### src/hw/cpvm_pkg.sv
// constants, types and code generators for the packet framer and channel mapper
package cpvm_pkg;

  // ----------------------------------------------------------------------
  // sizes
  // ----------------------------------------------------------------------
  localparam int NUM_PORTS = 4;
  localparam int NUM_TX = 2;
  localparam int PORT_W = 2;

  // ----------------------------------------------------------------------
  // register offsets
  // ----------------------------------------------------------------------
  localparam logic [7:0] ADDR_LANE_RATE = 8'h1F;
  localparam logic [7:0] ADDR_PORT_TX = 8'h21;
  localparam logic [7:0] ADDR_TIMING_OVR = 8'h22;
  localparam logic [7:0] ADDR_STATUS = 8'h23;
  localparam logic [7:0] ADDR_TEN_BIT_ID = 8'h70;
  localparam logic [7:0] ADDR_TWELVE_BIT_ID = 8'h71;
  localparam logic [7:0] ADDR_REMAP = 8'h72;

  // ----------------------------------------------------------------------
  // reset values and fields
  // ----------------------------------------------------------------------
  localparam logic [7:0] RST_STREAM_ID = 8'h00;
  localparam logic [7:0] RST_REMAP = 8'hE4;
  localparam logic [1:0] RST_LANE_RATE = 2'h0;
  localparam logic [3:0] RST_PORT_TX = 4'h0;
  localparam logic RST_TIMING_OVR = 1'b0;
  localparam int VC_LSB = 6;
  localparam int VC_W = 2;
  localparam int DT_W = 6;
  localparam int RATE_W = 2;

  // ----------------------------------------------------------------------
  // lane rate codes and short packet data types
  // ----------------------------------------------------------------------
  localparam logic [1:0] RATE_1G6 = 2'h0;
  localparam logic [1:0] RATE_RESERVED = 2'h1;
  localparam logic [1:0] RATE_800M = 2'h2;
  localparam logic [1:0] RATE_400M = 2'h3;
  localparam logic [5:0] DT_FRAME_START = 6'h00;
  localparam logic [5:0] DT_FRAME_END = 6'h01;
  localparam logic [5:0] DT_LINE_START = 6'h02;
  localparam logic [5:0] DT_LINE_END = 6'h03;

  // ----------------------------------------------------------------------
  // header code and payload checksum
  // ----------------------------------------------------------------------
  localparam int ECC_BITS = 6;
  localparam logic [23:0] ECC_MASK [ECC_BITS] = '{
    24'hF12CB7, 24'hF2555B, 24'h749A6D, 24'hB8E38E, 24'hDF03F0, 24'hEFFC00};
  localparam logic [15:0] CRC_POLY = 16'h8408;
  localparam logic [15:0] CRC_SEED = 16'hFFFF;
  localparam logic [1:0] HDR_LAST = 2'h3;

  typedef enum logic [1:0] {ST_IDLE, ST_HDR, ST_PAY, ST_FTR} cpvm_state_t;

  function automatic logic [7:0] cpvm_ecc(input logic [23:0] d);
    logic [7:0] e;
    e = 8'h00;
    for (int i = 0; i < ECC_BITS; i++) begin
      e[i] = ^(d & ECC_MASK[i]);
    end
    return e;
  endfunction

  // reflected polynomial, low bit of each byte enters first
  function automatic logic [15:0] cpvm_crc(input logic [15:0] c, input logic [7:0] b);
    logic [15:0] r;
    r = c;
    for (int i = 0; i < 8; i++) begin
      if (r[0] ^ b[i]) begin
        r = (r >> 1) ^ CRC_POLY;
      end else begin
        r = r >> 1;
      end
    end
    return r;
  endfunction

  function automatic logic [5:0] cpvm_short_dt(input logic [1:0] code);
    logic [5:0] dt;
    case (code)
      2'h0: dt = DT_FRAME_START;
      2'h1: dt = DT_FRAME_END;
      2'h2: dt = DT_LINE_START;
      default: dt = DT_LINE_END;
    endcase
    return dt;
  endfunction

endpackage

### src/hw/cpvm_mapper.sv
// packet framer, channel remapper and transmitter steering for four camera ports
module cpvm_mapper
  import cpvm_pkg::*;
(
  input wire logic clk_i,
  input wire logic reset_i,
  input wire logic reg_wr_i,
  input wire logic [7:0] reg_addr_i,
  input wire logic [1:0] reg_port_i,
  input wire logic [7:0] reg_wdata_i,
  output logic [7:0] reg_rdata_o,
  input wire logic [cpvm_pkg::NUM_PORTS-1:0] req_valid_i,
  input wire logic [cpvm_pkg::NUM_PORTS-1:0] req_long_i,
  input wire logic [cpvm_pkg::NUM_PORTS-1:0] req_twelve_bit_i,
  input wire logic [2*cpvm_pkg::NUM_PORTS-1:0] req_sync_i,
  input wire logic [16*cpvm_pkg::NUM_PORTS-1:0] req_wc_i,
  output logic [cpvm_pkg::NUM_PORTS-1:0] req_ready_o,
  input wire logic [cpvm_pkg::NUM_PORTS-1:0] pay_valid_i,
  input wire logic [8*cpvm_pkg::NUM_PORTS-1:0] pay_data_i,
  output logic [cpvm_pkg::NUM_PORTS-1:0] pay_ready_o,
  output logic [cpvm_pkg::NUM_TX-1:0] tx_valid_o,
  output logic [8*cpvm_pkg::NUM_TX-1:0] tx_data_o,
  output logic [cpvm_pkg::NUM_TX-1:0] tx_first_o,
  output logic [cpvm_pkg::NUM_TX-1:0] tx_last_o,
  input wire logic [cpvm_pkg::NUM_TX-1:0] tx_ready_i,
  output logic [1:0] lane_rate_o,
  output logic timing_auto_o
);
  import cpvm_pkg::*;

  // ----------------------------------------------------------------------
  // configuration registers
  // ----------------------------------------------------------------------
  logic [7:0] ten_bit_id_reg [NUM_PORTS];
  logic [7:0] twelve_bit_id_reg [NUM_PORTS];
  logic [7:0] remap_reg [NUM_PORTS];
  logic [RATE_W-1:0] lane_rate_reg;
  logic [NUM_PORTS-1:0] port_tx_reg;
  logic timing_ovr_reg;
  logic [7:0] rdata_reg;
  logic [NUM_PORTS-1:0] grant_w [NUM_TX];
  logic [NUM_PORTS-1:0] pay_rdy_w [NUM_TX];
  logic [NUM_TX-1:0] busy_w;

  always_ff @(posedge clk_i) begin
    if (reset_i) begin
      for (int p = 0; p < NUM_PORTS; p++) begin
        ten_bit_id_reg[p] <= RST_STREAM_ID;
        twelve_bit_id_reg[p] <= RST_STREAM_ID;
        remap_reg[p] <= RST_REMAP;
      end
    end else if (reg_wr_i) begin
      case (reg_addr_i)
        ADDR_TEN_BIT_ID: ten_bit_id_reg[reg_port_i] <= reg_wdata_i;
        ADDR_TWELVE_BIT_ID: twelve_bit_id_reg[reg_port_i] <= reg_wdata_i;
        ADDR_REMAP: remap_reg[reg_port_i] <= reg_wdata_i;
        default: ;
      endcase
    end
  end

  always_ff @(posedge clk_i) begin
    if (reset_i) begin
      lane_rate_reg <= RST_LANE_RATE;
      port_tx_reg <= RST_PORT_TX;
      timing_ovr_reg <= RST_TIMING_OVR;
    end else if (reg_wr_i) begin
      case (reg_addr_i)
        ADDR_LANE_RATE: lane_rate_reg <= reg_wdata_i[RATE_W-1:0];
        ADDR_PORT_TX: port_tx_reg <= reg_wdata_i[NUM_PORTS-1:0];
        ADDR_TIMING_OVR: timing_ovr_reg <= reg_wdata_i[0];
        default: ;
      endcase
    end
  end

  // ----------------------------------------------------------------------
  // read path and status outputs
  // ----------------------------------------------------------------------
  // read data is registered, so it trails the address by one edge
  // a read has no strobe, so the mux follows the address every cycle
  always_ff @(posedge clk_i) begin
    if (reset_i) begin
      rdata_reg <= 8'h00;
    end else begin
      case (reg_addr_i)
        ADDR_LANE_RATE: rdata_reg <= {6'h00, lane_rate_reg};
        ADDR_PORT_TX: rdata_reg <= {4'h0, port_tx_reg};
        ADDR_TIMING_OVR: rdata_reg <= {7'h00, timing_ovr_reg};
        ADDR_STATUS: rdata_reg <= {6'h00, busy_w};
        ADDR_TEN_BIT_ID: rdata_reg <= ten_bit_id_reg[reg_port_i];
        ADDR_TWELVE_BIT_ID: rdata_reg <= twelve_bit_id_reg[reg_port_i];
        ADDR_REMAP: rdata_reg <= remap_reg[reg_port_i];
        default: rdata_reg <= 8'h00;
      endcase
    end
  end

  assign reg_rdata_o = rdata_reg;
  assign lane_rate_o = lane_rate_reg;
  // reserved code gets no automatic timing; 400 Mbps relies on host values
  assign timing_auto_o = ((lane_rate_reg == RATE_1G6) || (lane_rate_reg == RATE_800M))
                         && !timing_ovr_reg;

  // each port sits on one transmitter, so at most one engine grants it
  always_comb begin
    req_ready_o = '0;
    pay_ready_o = '0;
    for (int t = 0; t < NUM_TX; t++) begin
      req_ready_o = req_ready_o | grant_w[t];
      pay_ready_o = pay_ready_o | pay_rdy_w[t];
    end
  end

  // ----------------------------------------------------------------------
  // one framing engine per transmitter
  // ----------------------------------------------------------------------
  for (genvar t = 0; t < NUM_TX; t++) begin : g_tx
    cpvm_state_t state_reg;
    logic [PORT_W-1:0] sel_reg;
    logic [PORT_W-1:0] rr_reg;
    logic [31:0] hdr_reg;
    logic [1:0] hdr_cnt_reg;
    logic is_long_reg;
    logic [15:0] left_reg;
    logic [15:0] crc_reg;
    logic ftr_cnt_reg;
    logic out_valid_reg;
    logic [7:0] out_data_reg;
    logic out_first_reg;
    logic out_last_reg;
    logic load;
    logic take;
    logic any_req;
    logic [PORT_W-1:0] pick;
    logic [7:0] id_byte;
    logic [VC_W-1:0] in_vc;
    logic [VC_W-1:0] out_vc;
    logic [DT_W-1:0] dt;
    logic [15:0] wc;

    // a held byte blocks the engine, so nothing is lost when the sink stalls
    assign load = !out_valid_reg || tx_ready_i[t];
    assign busy_w[t] = (state_reg != ST_IDLE);

    // round robin from the port after the last winner, among ports on this transmitter
    always_comb begin
      logic [PORT_W-1:0] idx;
      idx = '0;
      any_req = 1'b0;
      pick = '0;
      for (int k = NUM_PORTS; k >= 1; k--) begin
        idx = PORT_W'(rr_reg + PORT_W'(k));
        if (req_valid_i[idx] && (port_tx_reg[idx] == 1'(t))) begin
          any_req = 1'b1;
          pick = idx;
        end
      end
    end

    // a new packet starts only from idle, which leaves one idle cycle between packets
    assign take = (state_reg == ST_IDLE) && any_req && load;

    always_comb begin
      grant_w[t] = '0;
      grant_w[t][pick] = take;
      pay_rdy_w[t] = '0;
      pay_rdy_w[t][sel_reg] = (state_reg == ST_PAY) && load;
    end

    // identifier and header fields for the chosen port
    always_comb begin
      id_byte = req_twelve_bit_i[pick] ? twelve_bit_id_reg[pick] : ten_bit_id_reg[pick];
      in_vc = id_byte[VC_LSB +: VC_W];
      out_vc = remap_reg[pick][VC_W*in_vc +: VC_W];
      dt = req_long_i[pick] ? id_byte[DT_W-1:0]
                            : cpvm_short_dt(req_sync_i[2*pick +: 2]);
      wc = req_wc_i[16*pick +: 16];
    end

    always_ff @(posedge clk_i) begin
      if (reset_i) begin
        state_reg <= ST_IDLE;
        sel_reg <= '0;
        rr_reg <= '0;
        hdr_reg <= '0;
        hdr_cnt_reg <= '0;
        is_long_reg <= 1'b0;
        left_reg <= '0;
        crc_reg <= CRC_SEED;
        ftr_cnt_reg <= 1'b0;
      end else begin
        case (state_reg)
          ST_IDLE: begin
            if (take) begin
              sel_reg <= pick;
              rr_reg <= pick;
              is_long_reg <= req_long_i[pick];
              left_reg <= wc;
              crc_reg <= CRC_SEED;
              // bytes leave low first: identifier, count low, count high, code
              hdr_reg <= {cpvm_ecc({wc, out_vc, dt}), wc, out_vc, dt};
              hdr_cnt_reg <= '0;
              state_reg <= ST_HDR;
            end
          end
          ST_HDR: begin
            if (load) begin
              hdr_reg <= hdr_reg >> 8;
              hdr_cnt_reg <= hdr_cnt_reg + 2'h1;
              if (hdr_cnt_reg == HDR_LAST) begin
                if (!is_long_reg) begin
                  state_reg <= ST_IDLE;
                end else if (left_reg == 16'h0000) begin
                  state_reg <= ST_FTR;
                end else begin
                  state_reg <= ST_PAY;
                end
                ftr_cnt_reg <= 1'b0;
              end
            end
          end
          ST_PAY: begin
            if (load && pay_valid_i[sel_reg]) begin
              crc_reg <= cpvm_crc(crc_reg, pay_data_i[8*sel_reg +: 8]);
              left_reg <= left_reg - 16'h0001;
              if (left_reg == 16'h0001) begin
                state_reg <= ST_FTR;
              end
            end
          end
          ST_FTR: begin
            if (load) begin
              ftr_cnt_reg <= 1'b1;
              if (ftr_cnt_reg) begin
                state_reg <= ST_IDLE;
              end
            end
          end
          default: state_reg <= ST_IDLE;
        endcase
      end
    end

    // output byte stage; the engine stalls whenever the stage holds an unsent byte
    always_ff @(posedge clk_i) begin
      if (reset_i) begin
        out_valid_reg <= 1'b0;
        out_data_reg <= 8'h00;
        out_first_reg <= 1'b0;
        out_last_reg <= 1'b0;
      end else if (load) begin
        out_valid_reg <= 1'b0;
        out_first_reg <= 1'b0;
        out_last_reg <= 1'b0;
        case (state_reg)
          ST_HDR: begin
            out_valid_reg <= 1'b1;
            out_data_reg <= hdr_reg[7:0];
            out_first_reg <= (hdr_cnt_reg == 2'h0);
            out_last_reg <= (hdr_cnt_reg == HDR_LAST) && !is_long_reg;
          end
          ST_PAY: begin
            out_valid_reg <= pay_valid_i[sel_reg];
            out_data_reg <= pay_data_i[8*sel_reg +: 8];
          end
          ST_FTR: begin
            out_valid_reg <= 1'b1;
            out_data_reg <= ftr_cnt_reg ? crc_reg[15:8] : crc_reg[7:0];
            out_last_reg <= ftr_cnt_reg;
          end
          default: ;
        endcase
      end
    end

    assign tx_valid_o[t] = out_valid_reg;
    assign tx_data_o[8*t +: 8] = out_data_reg;
    assign tx_first_o[t] = out_first_reg;
    assign tx_last_o[t] = out_last_reg;
  end

endmodule

### config.mk
export PLATFORM = sky130hd
export DESIGN_NAME = cpvm_mapper
export DESIGN_NICKNAME = d
export VERILOG_FILES = /design/src/hw/cpvm_pkg.sv /design/src/hw/cpvm_mapper.sv
export SDC_FILE = /design/constraint.sdc
export NUM_CORES = 1
export LEC_CHECK = 0
export BUFFER_PORTS_ARGS = -buffer_cell sky130_fd_sc_hd__buf_2
export CAP_MARGIN = 20
export CORE_MARGIN = 4
export CORE_UTILIZATION = 50
export CTS_BUF_LIST = sky130_fd_sc_hd__clkbuf_16
export DETAILED_ROUTE_END_ITERATION = 10
export GPL_TIMING_DRIVEN = 0
export HOLD_SLACK_MARGIN = 0.03
export PLACE_DENSITY = 0.79
export SLEW_MARGIN = 10
export SYNTH_ARGS = -nofsm -noshare
export SYNTH_HDL_FRONTEND = slang
export SYNTH_SLANG_ARGS = --single-unit
### constraint.sdc
create_clock -name clk_i -period 6.6 [get_ports clk_i]
set_clock_uncertainty 0.2 [all_clocks]
set_input_delay 0.66 -clock clk_i [delete_from_list [all_inputs] [get_ports clk_i]]
set_output_delay 0.66 -clock clk_i [all_outputs]
set_load 0.05 [all_outputs]
# After elaboration in Yosys (flattened, before gate mapping)
# Memories as Yosys holds them, arrays and structs flattened.
# Cells that the tools add are included.
# word_totals
inputBits	143
n_memories	3
ram_bits	96
output_inout_bits	41
reg_bits	181
word_cells	441
# op_classes
muxes	218
n_eq_ne	36
order_cmp	14
shifts	8
reduce_logical	82
add_sub_neg	10
bitwise	42
# memory_table
name	depth	word_bits	rd	rd_ports_with_merged_regs	wr	line_no	source
remap_reg	4	8	3	0	4	cpvm_mapper.sv:36	logic [7:0] remap_reg [NUM_PORTS];
ten_bit_id_reg	4	8	3	0	4	cpvm_mapper.sv:34	logic [7:0] ten_bit_id_reg [NUM_PORTS];
twelve_bit_id_reg	4	8	3	0	4	cpvm_mapper.sv:35	logic [7:0] twelve_bit_id_reg [NUM_PORTS];
# ops
operator	count
16-bit 2-to-1 mux	66
24-bit XOR reduction	12
32-bit 2-to-1 mux	4
16-bit one-hot mux with 2 select lines	4
32-bit one-hot mux with 2 select lines	2
64-bit by 7-bit variable part select with 16-bit output	2
32-bit by 6-bit variable part select with 8-bit output	2
2-bit 2-to-1 mux	31
1-bit 2-to-1 mux	61
8-bit 2-to-1 mux	7
8-bit one-hot mux with 7 select lines	1
2-bit inverter with 3-bit output	16
8-bit one-hot mux with 3 select lines	2
1-bit binary-select mux with 2-bit select	22
16-bit by 1-bit == test with 1-bit output, second input constant	2
16-bit logical NOT	2
8-bit by 4-bit variable part select with 2-bit output	4
16-bit by 1-bit subtractor with 16-bit output, second input constant	2
2-bit by 3-bit < comparator with 1-bit output, second input constant	10
8-bit by 6-bit == test with 1-bit output, second input constant	3
8-bit by 7-bit == test with 1-bit output, second input constant	3
8-bit OR reduction	3
1-bit logical AND	23
2-bit inequality test, second input constant	10
other kinds (27)	116

# Longest topological paths before layout
# Gate-level depths: netlist (run 1).
# depth
word_depth	40
mapped_depth	21
mapped_depth_nobuf	14

# Worst setup path before layout (run 1)
# OpenSTA, ideal clock, no wires.
# synth_path
kind	reg2out
startpoint	reg g_tx[1].rr_reg[1]
endpoint	out req_ready_o[3] (netlist bit)
required_ps	5740
setup_slack_ps	1807
path_stages_with_launch	14
arrival_ps	3933
n_path_buf	6
path_cell_list	dfxtp_1 -> buf_2 -> clkbuf_1 -> inv_1 -> ha_1 -> and4b_1 -> a31oi_1 -> o221a_2 -> buf_2 -> buf_2 -> buf_2 -> clkbuf_1 -> nand2_1 -> o21ai_0
# synth_via
elab_chain_cells	13
word_cells_on_any_way	40
cone_classes	3 x add/sub; 2 x order compare; 26 x mux; 2 x bitwise; 7 x reduce/logical
# synth_rtl
element	line_no	source
start: declaration	cpvm_mapper.sv:121	logic [PORT_W-1:0] rr_reg;
start signal: assignment	cpvm_mapper.sv:197	rr_reg <= pick;
2-bit adder or 1-bit binary-select mux with 2-bit select (tied branches)	cpvm_mapper.sv:153, cpvm_mapper.sv:154	
1-bit binary-select mux with 2-bit select or 1-bit 2-to-1 mux (tied branches)	cpvm_mapper.sv:154	if (req_valid_i[idx] && (port_tx_reg[idx] == 1'(t))) begin
1-bit 2-to-1 mux (not written as such) or 1-bit logical AND (tied branches)	cpvm_mapper.sv:154	
1-bit logical AND or 2-bit 2-to-1 mux (tied branches)	cpvm_mapper.sv:154	
2-bit 2-to-1 mux (3 in a row)	cpvm_mapper.sv:154	
2-bit by 3-bit < comparator with 1-bit output (not written as such) or 2-bit by 1-bit greater-or-equal comparator with 1-bit output (tied branches)	cpvm_mapper.sv:166	grant_w[t][pick] = take;
1-bit logical AND (not written as such)	cpvm_mapper.sv:166	
1-bit 2-to-1 mux (not written as such)	cpvm_mapper.sv:166	
1-bit demux with 2-bit select	cpvm_mapper.sv:166	
4-bit bitwise AND (no line) *	n/a	
4-bit bitwise OR *	cpvm_mapper.sv:110	req_ready_o = req_ready_o | grant_w[t];
end: declaration	cpvm_mapper.sv:17	output logic [cpvm_pkg::NUM_PORTS-1:0] req_ready_o,
# Mark *: on every way between the ends. The rest lies on a longest branch, timed or not. The select of a mux whose other input is x is not followed.

# Worst setup path in the final report (run 1)
# layout_path
startpoint	reg g_tx[0].rr_reg[1]
endpoint	out req_ready_o[2] (netlist bit)
# layout_via
elab_chain_cells	14
word_cells_on_any_way	44
cone_classes	3 x add/sub; 2 x order compare; 26 x mux; 6 x bitwise; 7 x reduce/logical
# layout_rtl
element	line_no
start: declaration	cpvm_mapper.sv:121
start signal: assignment	cpvm_mapper.sv:197
2-bit adder or 1-bit binary-select mux with 2-bit select (tied branches)	cpvm_mapper.sv:153, cpvm_mapper.sv:154
1-bit binary-select mux with 2-bit select or 1-bit 2-to-1 mux (tied branches)	cpvm_mapper.sv:154
1-bit 2-to-1 mux (not written as such) or 1-bit inverter (tied branches)	cpvm_mapper.sv:154
1-bit inverter or 1-bit logical AND (tied branches)	cpvm_mapper.sv:154
1-bit logical AND or 2-bit 2-to-1 mux (tied branches)	cpvm_mapper.sv:154
2-bit 2-to-1 mux (3 in a row)	cpvm_mapper.sv:154
2-bit by 3-bit < comparator with 1-bit output (not written as such) or 2-bit by 1-bit greater-or-equal comparator with 1-bit output (tied branches)	cpvm_mapper.sv:166
1-bit logical AND (not written as such)	cpvm_mapper.sv:166
1-bit 2-to-1 mux (not written as such)	cpvm_mapper.sv:166
1-bit demux with 2-bit select	cpvm_mapper.sv:166
4-bit bitwise AND (no line) *	n/a
4-bit bitwise OR *	cpvm_mapper.sv:110
# Marks and branches as above.

==> impl_metrics.tcl, run 1 <==
set metrics [dict create \
    outcome "finished clean" \
    num_rows 72 \
    die_h_um 206 \
    ys_warn_count 0 \
    maxSlewHeadroom 0.173 \
    critPathArrivalTime_ps 5570 \
    wl_per_cell_um 25.5 \
    cts_setup_buffers 0 \
    path_class "reg -> out" \
    cts-root-buf "clkbuf_16" \
    worst_skew_pair.late_latency_ps 610 \
    ctsHtreeMaxLevel 1 \
    finalWirelength_um 77700 \
    io_buffers 177 \
    cts_sinks 273 \
    power_leakage_uw 0.00856 \
    timing.fmax_ghz 0.155 \
    tns_ps 0 \
    p_int_uw 3970 \
    hold_class "in -> reg" \
    synth_top_area_frac 0.180 \
    finalSetupViolations 0 \
    place_area_mm2 0.0212 \
    ys_types 96 \
    rr_worst_depth 15 \
    synthArstFlopShare 0 \
    r2r-start "g_tx[0].rr_reg[1]" \
    min_to "remap_reg[1][5]" \
    p_per_area_mw_per_mm2 281 \
    cts_tree "built" \
    p_switching_uw 2300 \
    drive_gt1_frac 0.156 \
    swShare 0.367 \
    fin_crit_sh 0.975 \
    place.detailed.hpwl_um 60400 \
    max_cap_viol_count 0 \
    critPathLaunchType "flop" \
    fin_nets 2661 \
    track_usage 0.352 \
    synth_cells 2288 \
    post-route-drc-count 0 \
    holdPathStages 2 \
    grt_pass1_vias 18700 \
    grt_pass1_wl_um 114000 \
    worstPathRequired_ps 5740 \
    postRouteAntennaNets 0 \
    yosys_register_bits 273 \
    die_area_mm2 0.0426 \
    syn-mean-instance-area_um2 8.61 \
    worstHoldStart "reg_wdata_i[5]" \
    pwr-share-comb 0.403 \
    rrSetupSlack_ps 490 \
    post-route-min-period_ps 6430 \
    pwr-share-clk 0.288 \
    power_uw 6280 \
    vias_per_cell 6.52 \
    rr_endpoint "g_tx[0].hdr_reg[27]" \
    start_util 0.507 \
    tightest_slew_ps 1240 \
    drt_iter0_markers 2789 \
    yosys.area.top_type "dfxtp_1" \
    ys_dominant_reg_cell "dfxtp_1" \
    ys_seq_area_frac 0.326 \
    end_kind "output port" \
    syn_area_mm2 0.0197 \
    numCtsBuffers 31 \
    synth-edff-count 96 \
    hold_violations 0 \
    dieWidth_um 206 \
    gp_congestion 1.06 \
    boundaryPins 184 \
    synthesis.nets 2447 \
    grt_max_degree 17 \
    overflow 0 \
    dr.pass1.iters 9 \
    coreArea_mm2 0.0388 \
    cts_max_path_buffers 3 \
    ys_top_cells_by_area "dfxtp_1, edfxtp_1, mux2i_1" \
    p_seq_frac 0.309 \
    path_max_fanout 10 \
    antenna_found_initial 2 \
    rsz0062_at_grt "no" \
    stdcell_area_mm2 0.0223 \
    syn2layout_area_growth_pct 13.4 \
    cts.clk_slew.worst_paths_ps 60 \
    vdd_ir_drop_max_mv 0.240 \
    largest_register_ffs 60 \
    final_max_slew_viol_count 0 \
    dr_total_vias 19900 \
]
## metrics by stage
stage	utilization	setup WS, ps	hold WS (ps)	cells
6_report	0.575	165	162	3048
5_1_grt	0.575	133	168	3045
4_1_cts	0.575	128	152	3043
3_5_place_dp	0.547	451	261	2985
3_3_place_gp	0.547	478	257	2983
2_1_floorplan	-	1810	239	2288
## routing by layer
layer / GRT usage / part of all wire / routed length (um)
met1: 0.440 / 0.36 / 28100
met2: 0.557 / 0.44 / 34300
met3: 0.0607 / 0.11 / 8690
met4: 0.235 / 0.085 / 6610
met5: 0 / 0 / 0
## layout by cell type, fill, tap and decap left out, types with 18 or more instances in the layout
master       n
o22ai_1     23
a21oi_1     88
dfxtp_1    177
nor3_1      23
clkbuf_1   116
nand2_1    354
xnor2_1    118
o211ai_1    24
and3_1      74
buf_1       18
nand3_1     84
inv_1       24
mux4_2      44
nor2_1     173
xor2_1      42
nand2b_1    58
a31oi_1     32
buf_2      211
o21ai_0     90
a311oi_1    37
nor2b_1     18
a211oi_1    61
edfxtp_1    96
mux2i_1    136
clkbuf_16   31
a22oi_1     31
and2_1      49
## worst max-delay path, stage by stage, from the launching register on
cell	delay, ps
dfxtp_1	510
clkbuf_2	390
inv_1	120
ha_1	390
nor4bb_1	420
a31oi_1	180
a31oi_4	470
buf_2	400
buf_2	320
buf_2	280
buf_1	450
nand2_1	270
o22ai_1	410
buf_2	340
## synth_stat cells, types with 31 or more instances
cell,count
a211oi_1,61
a21oi_1,88
a22oi_1,31
a311oi_1,37
a31oi_1,32
and2_1,49
and3_1,74
buf_2,33
clkbuf_1,118
dfxtp_1,177
edfxtp_1,96
mux2i_1,136
mux4_2,44
nand2_1,354
nand2b_1,58
nand3_1,84
nor2_1,173
o21ai_0,90
xnor2_1,118
xor2_1,42
## worst max path at each step
stage | cells after the start | from | slack [ps] | to
final | 13 | g_tx[0].rr_reg[1] | 170 | req_ready_o[2]
after global routing | 13 | g_tx[0].rr_reg[1] | 130 | req_ready_o[2]
after CTS | 13 | g_tx[0].rr_reg[1] | 130 | req_ready_o[2]
after detailed placement | 17 | g_tx[0].rr_reg[1] | 450 | g_tx[0].hdr_reg[28]
after global placement | 17 | g_tx[0].rr_reg[1] | 480 | g_tx[0].hdr_reg[28]
after floorplan | 13 | g_tx[1].rr_reg[1] | 1810 | req_ready_o[3]
## cell families (layout without fill, tap and decap cells)
logic type / Yosys count / after routing / synth area share
buf+inv: 213 / 452 / 0.0498
flops: 273 / 273 / 0.326
compound gates: 510 / 510 / 0.181
mux: 194 / 194 / 0.128
xor+xnor: 174 / 174 / 0.0853
fa+ha+maj: 16 / 16 / 0.0102
other cells: 0 / 3 / 0
simple gates: 908 / 908 / 0.219
## repair_timing
item,CTS,global route
hold endpoints to repair,0,0
setup endpoints to repair,1,3
hold buffers,0,0
gates resized for setup,1,5
## cell type report
cell class,count,area [um^2]
Fill cell,3460,16500
Sequential cell,273,6430
Clock inverter,27,287
Multi-Input combinational cell,1802,12300
Buffer,191,901
Clock buffer,31,776
Inverter,22,82.6
Antenna cell,3,7.51
Tap cell,518,648
Timing Repair Buffer,181,917
## power groups by stage
stage | Clock, uW | Combinational (uW) | Sequential (uW)
CTS | 1810 | 2470 | 1930
global route | 1880 | 2680 | 1940
floorplan | 0 | 1820 | 1950
global placement | 0 | 2410 | 1960
finish | 1810 | 2530 | 1940
detailed placement | 0 | 2450 | 1970
(Power assumes the default switching activity.)
==> inputs of run 2 (changes only) <==
--- a/config.mk
+++ b/config.mk
@@ -5,6 +5,7 @@
 export SDC_FILE = /design/constraint.sdc
 export NUM_CORES = 1
 export LEC_CHECK = 0
+export ABC_AREA = 0
 export BUFFER_PORTS_ARGS = -buffer_cell sky130_fd_sc_hd__buf_2
 export CAP_MARGIN = 20
 export CORE_MARGIN = 4
==> constraint.sdc (replaced) <==
create_clock -name clk_i -period 6.6 [get_ports clk_i]
set_clock_uncertainty 0.2 [all_clocks]
set_input_delay 1.65 -clock clk_i [delete_from_list [all_inputs] [get_ports clk_i]]
set_output_delay 1.65 -clock clk_i [all_outputs]
set_load 0.05 [all_outputs]
==> run 2 against run 1 <==
Flip-flop and latch count did not move. Worst setup slack got worse by 36 ps. First-iteration DRC count rose by 0.50%.
==> impl_metrics.tcl, run 2 (synthesized netlist as in run 1, its figures left out) <==
set metrics [dict create \
    vias_per_cell 6.53 \
    dr_total_vias 19900 \
    outcome "finished clean" \
    critPathMaxStageDelay_ps 510 \
    wl_per_cell_um 25.5 \
    critical_path.most_common_cell "buf_2" \
    cts_sinks 273 \
    critPathArrivalTime_ps 4620 \
    cp_cell_sequence "clkbuf_4, inv_1, ha_1, nor4bb_1, a31oi_1, a31oi_4, buf_2, buf_2, buf_4, nand2_1, o22ai_2, buf_2" \
    slowest_stage "dfxtp_1" \
    hold_class "reg -> reg" \
    pwr-share-comb 0.404 \
    power_uw 6280 \
    drt_iter0_markers 2803 \
    timing.fmax_ghz 0.155 \
    worst_skew_pair.late_latency_ps 600 \
    p_switching_uw 2300 \
    dr.pass1.iters 8 \
    overflow 0 \
    vdd_ir_drop_max_mv 0.238 \
    cts-root-buf "clkbuf_16" \
    maxSlewHeadroom 0.196 \
    timing.critical_path.buf_inv 6 \
    syn2layout_area_growth_pct 13.5 \
    num_rows 72 \
    largest_register_ffs 60 \
    post-route-drc-count 0 \
    antenna_found_initial 2 \
    critPathLaunchType "flop" \
    post-route-min-period_ps 6470 \
    worstHoldStart "g_tx[1].hdr_reg[19]" \
    boundaryPins 184 \
    pwr-share-clk 0.288 \
    ctsHtreeMaxLevel 1 \
    rr_worst_depth 17 \
    fill_cells 3467 \
    cts_tree "built" \
    tightest_slew_ps 1170 \
    place.detailed.hpwl_um 60400 \
    grt_max_degree 20 \
    power_leakage_uw 0.00857 \
    cts_hold_buf 0 \
    dieWidth_um 206 \
    track_usage 0.352 \
    path_class "reg -> out" \
    fin_crit_sh 0.980 \
    r2r-start "g_tx[1].rr_reg[1]" \
    swShare 0.367 \
    io_buffers 177 \
    holdPathStages 2 \
    rsz0062_at_grt "no" \
    rr_endpoint "g_tx[1].hdr_reg[28]" \
    min_to "g_tx[1].hdr_reg[11]" \
    die_area_mm2 0.0426 \
    dp_cells 2985 \
    max_cap_viol_count 0 \
    fin_hold_ws_ps 267 \
    numCtsBuffers 31 \
    fin_nets 2656 \
    rrSetupSlack_ps 770 \
    die_h_um 206 \
    end_kind "output port" \
    coreArea_mm2 0.0388 \
    instances_no_fill 3042 \
    drive_gt1_frac 0.158 \
    p_per_area_mw_per_mm2 281 \
    crit_family "buffers and inverters" \
    grt_pass1_wl_um 114000 \
    postRouteAntennaNets 0 \
    gp_congestion 1.06 \
    path_max_fanout 19 \
    final_common_cell "nand2_1" \
    final_max_slew_viol_count 0 \
    finalWirelength_um 77700 \
    finalSetupViolations 0 \
    hold_violations 0 \
    grt_pass1_vias 18700 \
    p_int_uw 3980 \
    cts.clk_slew.worst_paths_ps 60 \
    start_util 0.507 \
    cts_max_path_buffers 3 \
    worstPathRequired_ps 4750 \
    final_cell_mix "nand2_1, buf_2, dfxtp_1" \
    p_seq_frac 0.309 \
    path_depth 12 \
]
[run 2: how the worst max path moves through the flow]
stage	startpoint	to	slack, ps
floorplan	req_valid_i[3]	req_ready_o[0]	90
global placement	req_valid_i[2]	req_ready_o[2]	-530
detailed placement	req_valid_i[3]	req_ready_o[2]	-570
CTS	req_valid_i[2]	req_ready_o[3]	60
global route	g_tx[1].rr_reg[1]	req_ready_o[3]	8
finish	g_tx[0].rr_reg[1]	req_ready_o[2]	130
[run 2: power groups by stage]
stage / Clock (uW) / Sequential (uW) / Combinational (uW)
finish: 1810 / 1940 / 2540
CTS: 1810 / 1930 / 2470
global placement: 0 / 1960 / 2410
detailed placement: 0 / 1970 / 2450
floorplan: 0 / 1950 / 1820
global route: 1880 / 1940 / 2690
[run 2: per-stage QoR]
step | area [um^2] | setup WS (ps) | setup TNS (ps) | util
CTS | 22300 | 64.1 | 0 | 0.575
finish | 22400 | 129 | 0 | 0.576
floorplan | 19700 | 89.6 | 0 | -
global route | 22400 | 8.02 | 0 | 0.576
detailed placement | 21200 | -567 | -1220 | 0.547
global placement | 21200 | -532 | -1180 | 0.547
[run 2: cell type report]
type / instances / area [um^2] / share of cell area
multi-input cells: 1802 / 12300 / 0.551
flip-flops and latches: 273 / 6430 / 0.287
repair buffers: 182 / 927 / 0.0415
plain buffers: 185 / 888 / 0.0397
clock buffers: 31 / 776 / 0.0347
well taps: 518 / 648 / 0.0290
clock inverters: 27 / 287 / 0.0128
inverters: 22 / 82.6 / 0.00369
diodes: 2 / 5.00 / 0.000224
[run 2: worst reg2reg max path: cells and delay by family (launching register included)]
| kind | cells | cell delay [ps] |
|---|---|---|
| AOI/OAI and AO/OA | 4 | 1090 |
| and+or+nand+nor | 2 | 600 |
| adders and majority gates | 1 | 360 |
| buffers and inverters | 5 | 1280 |
| xor gates and xnor gates | 4 | 920 |
| muxes | 1 | 890 |
| DFF | 1 | 350 |
[run 2: layer usage]
layer / part of all wire / up-vias / GRT usage
met5: 0 / - / 0
met4: 0.084 / 0 / 0.234
met3: 0.11 / 323 / 0.0570
met2: 0.44 / 1366 / 0.560
met1: 0.37 / 9426 / 0.440
li1: - / 8737 / -
[run 2: repair_timing]
action	CTS	global route
pin swaps	2	0
cloned	0	0
setup buffers	2	0
setup endpoints to repair	4	4
gates resized for setup	8	8
endpoints found under the hold margin	0	0
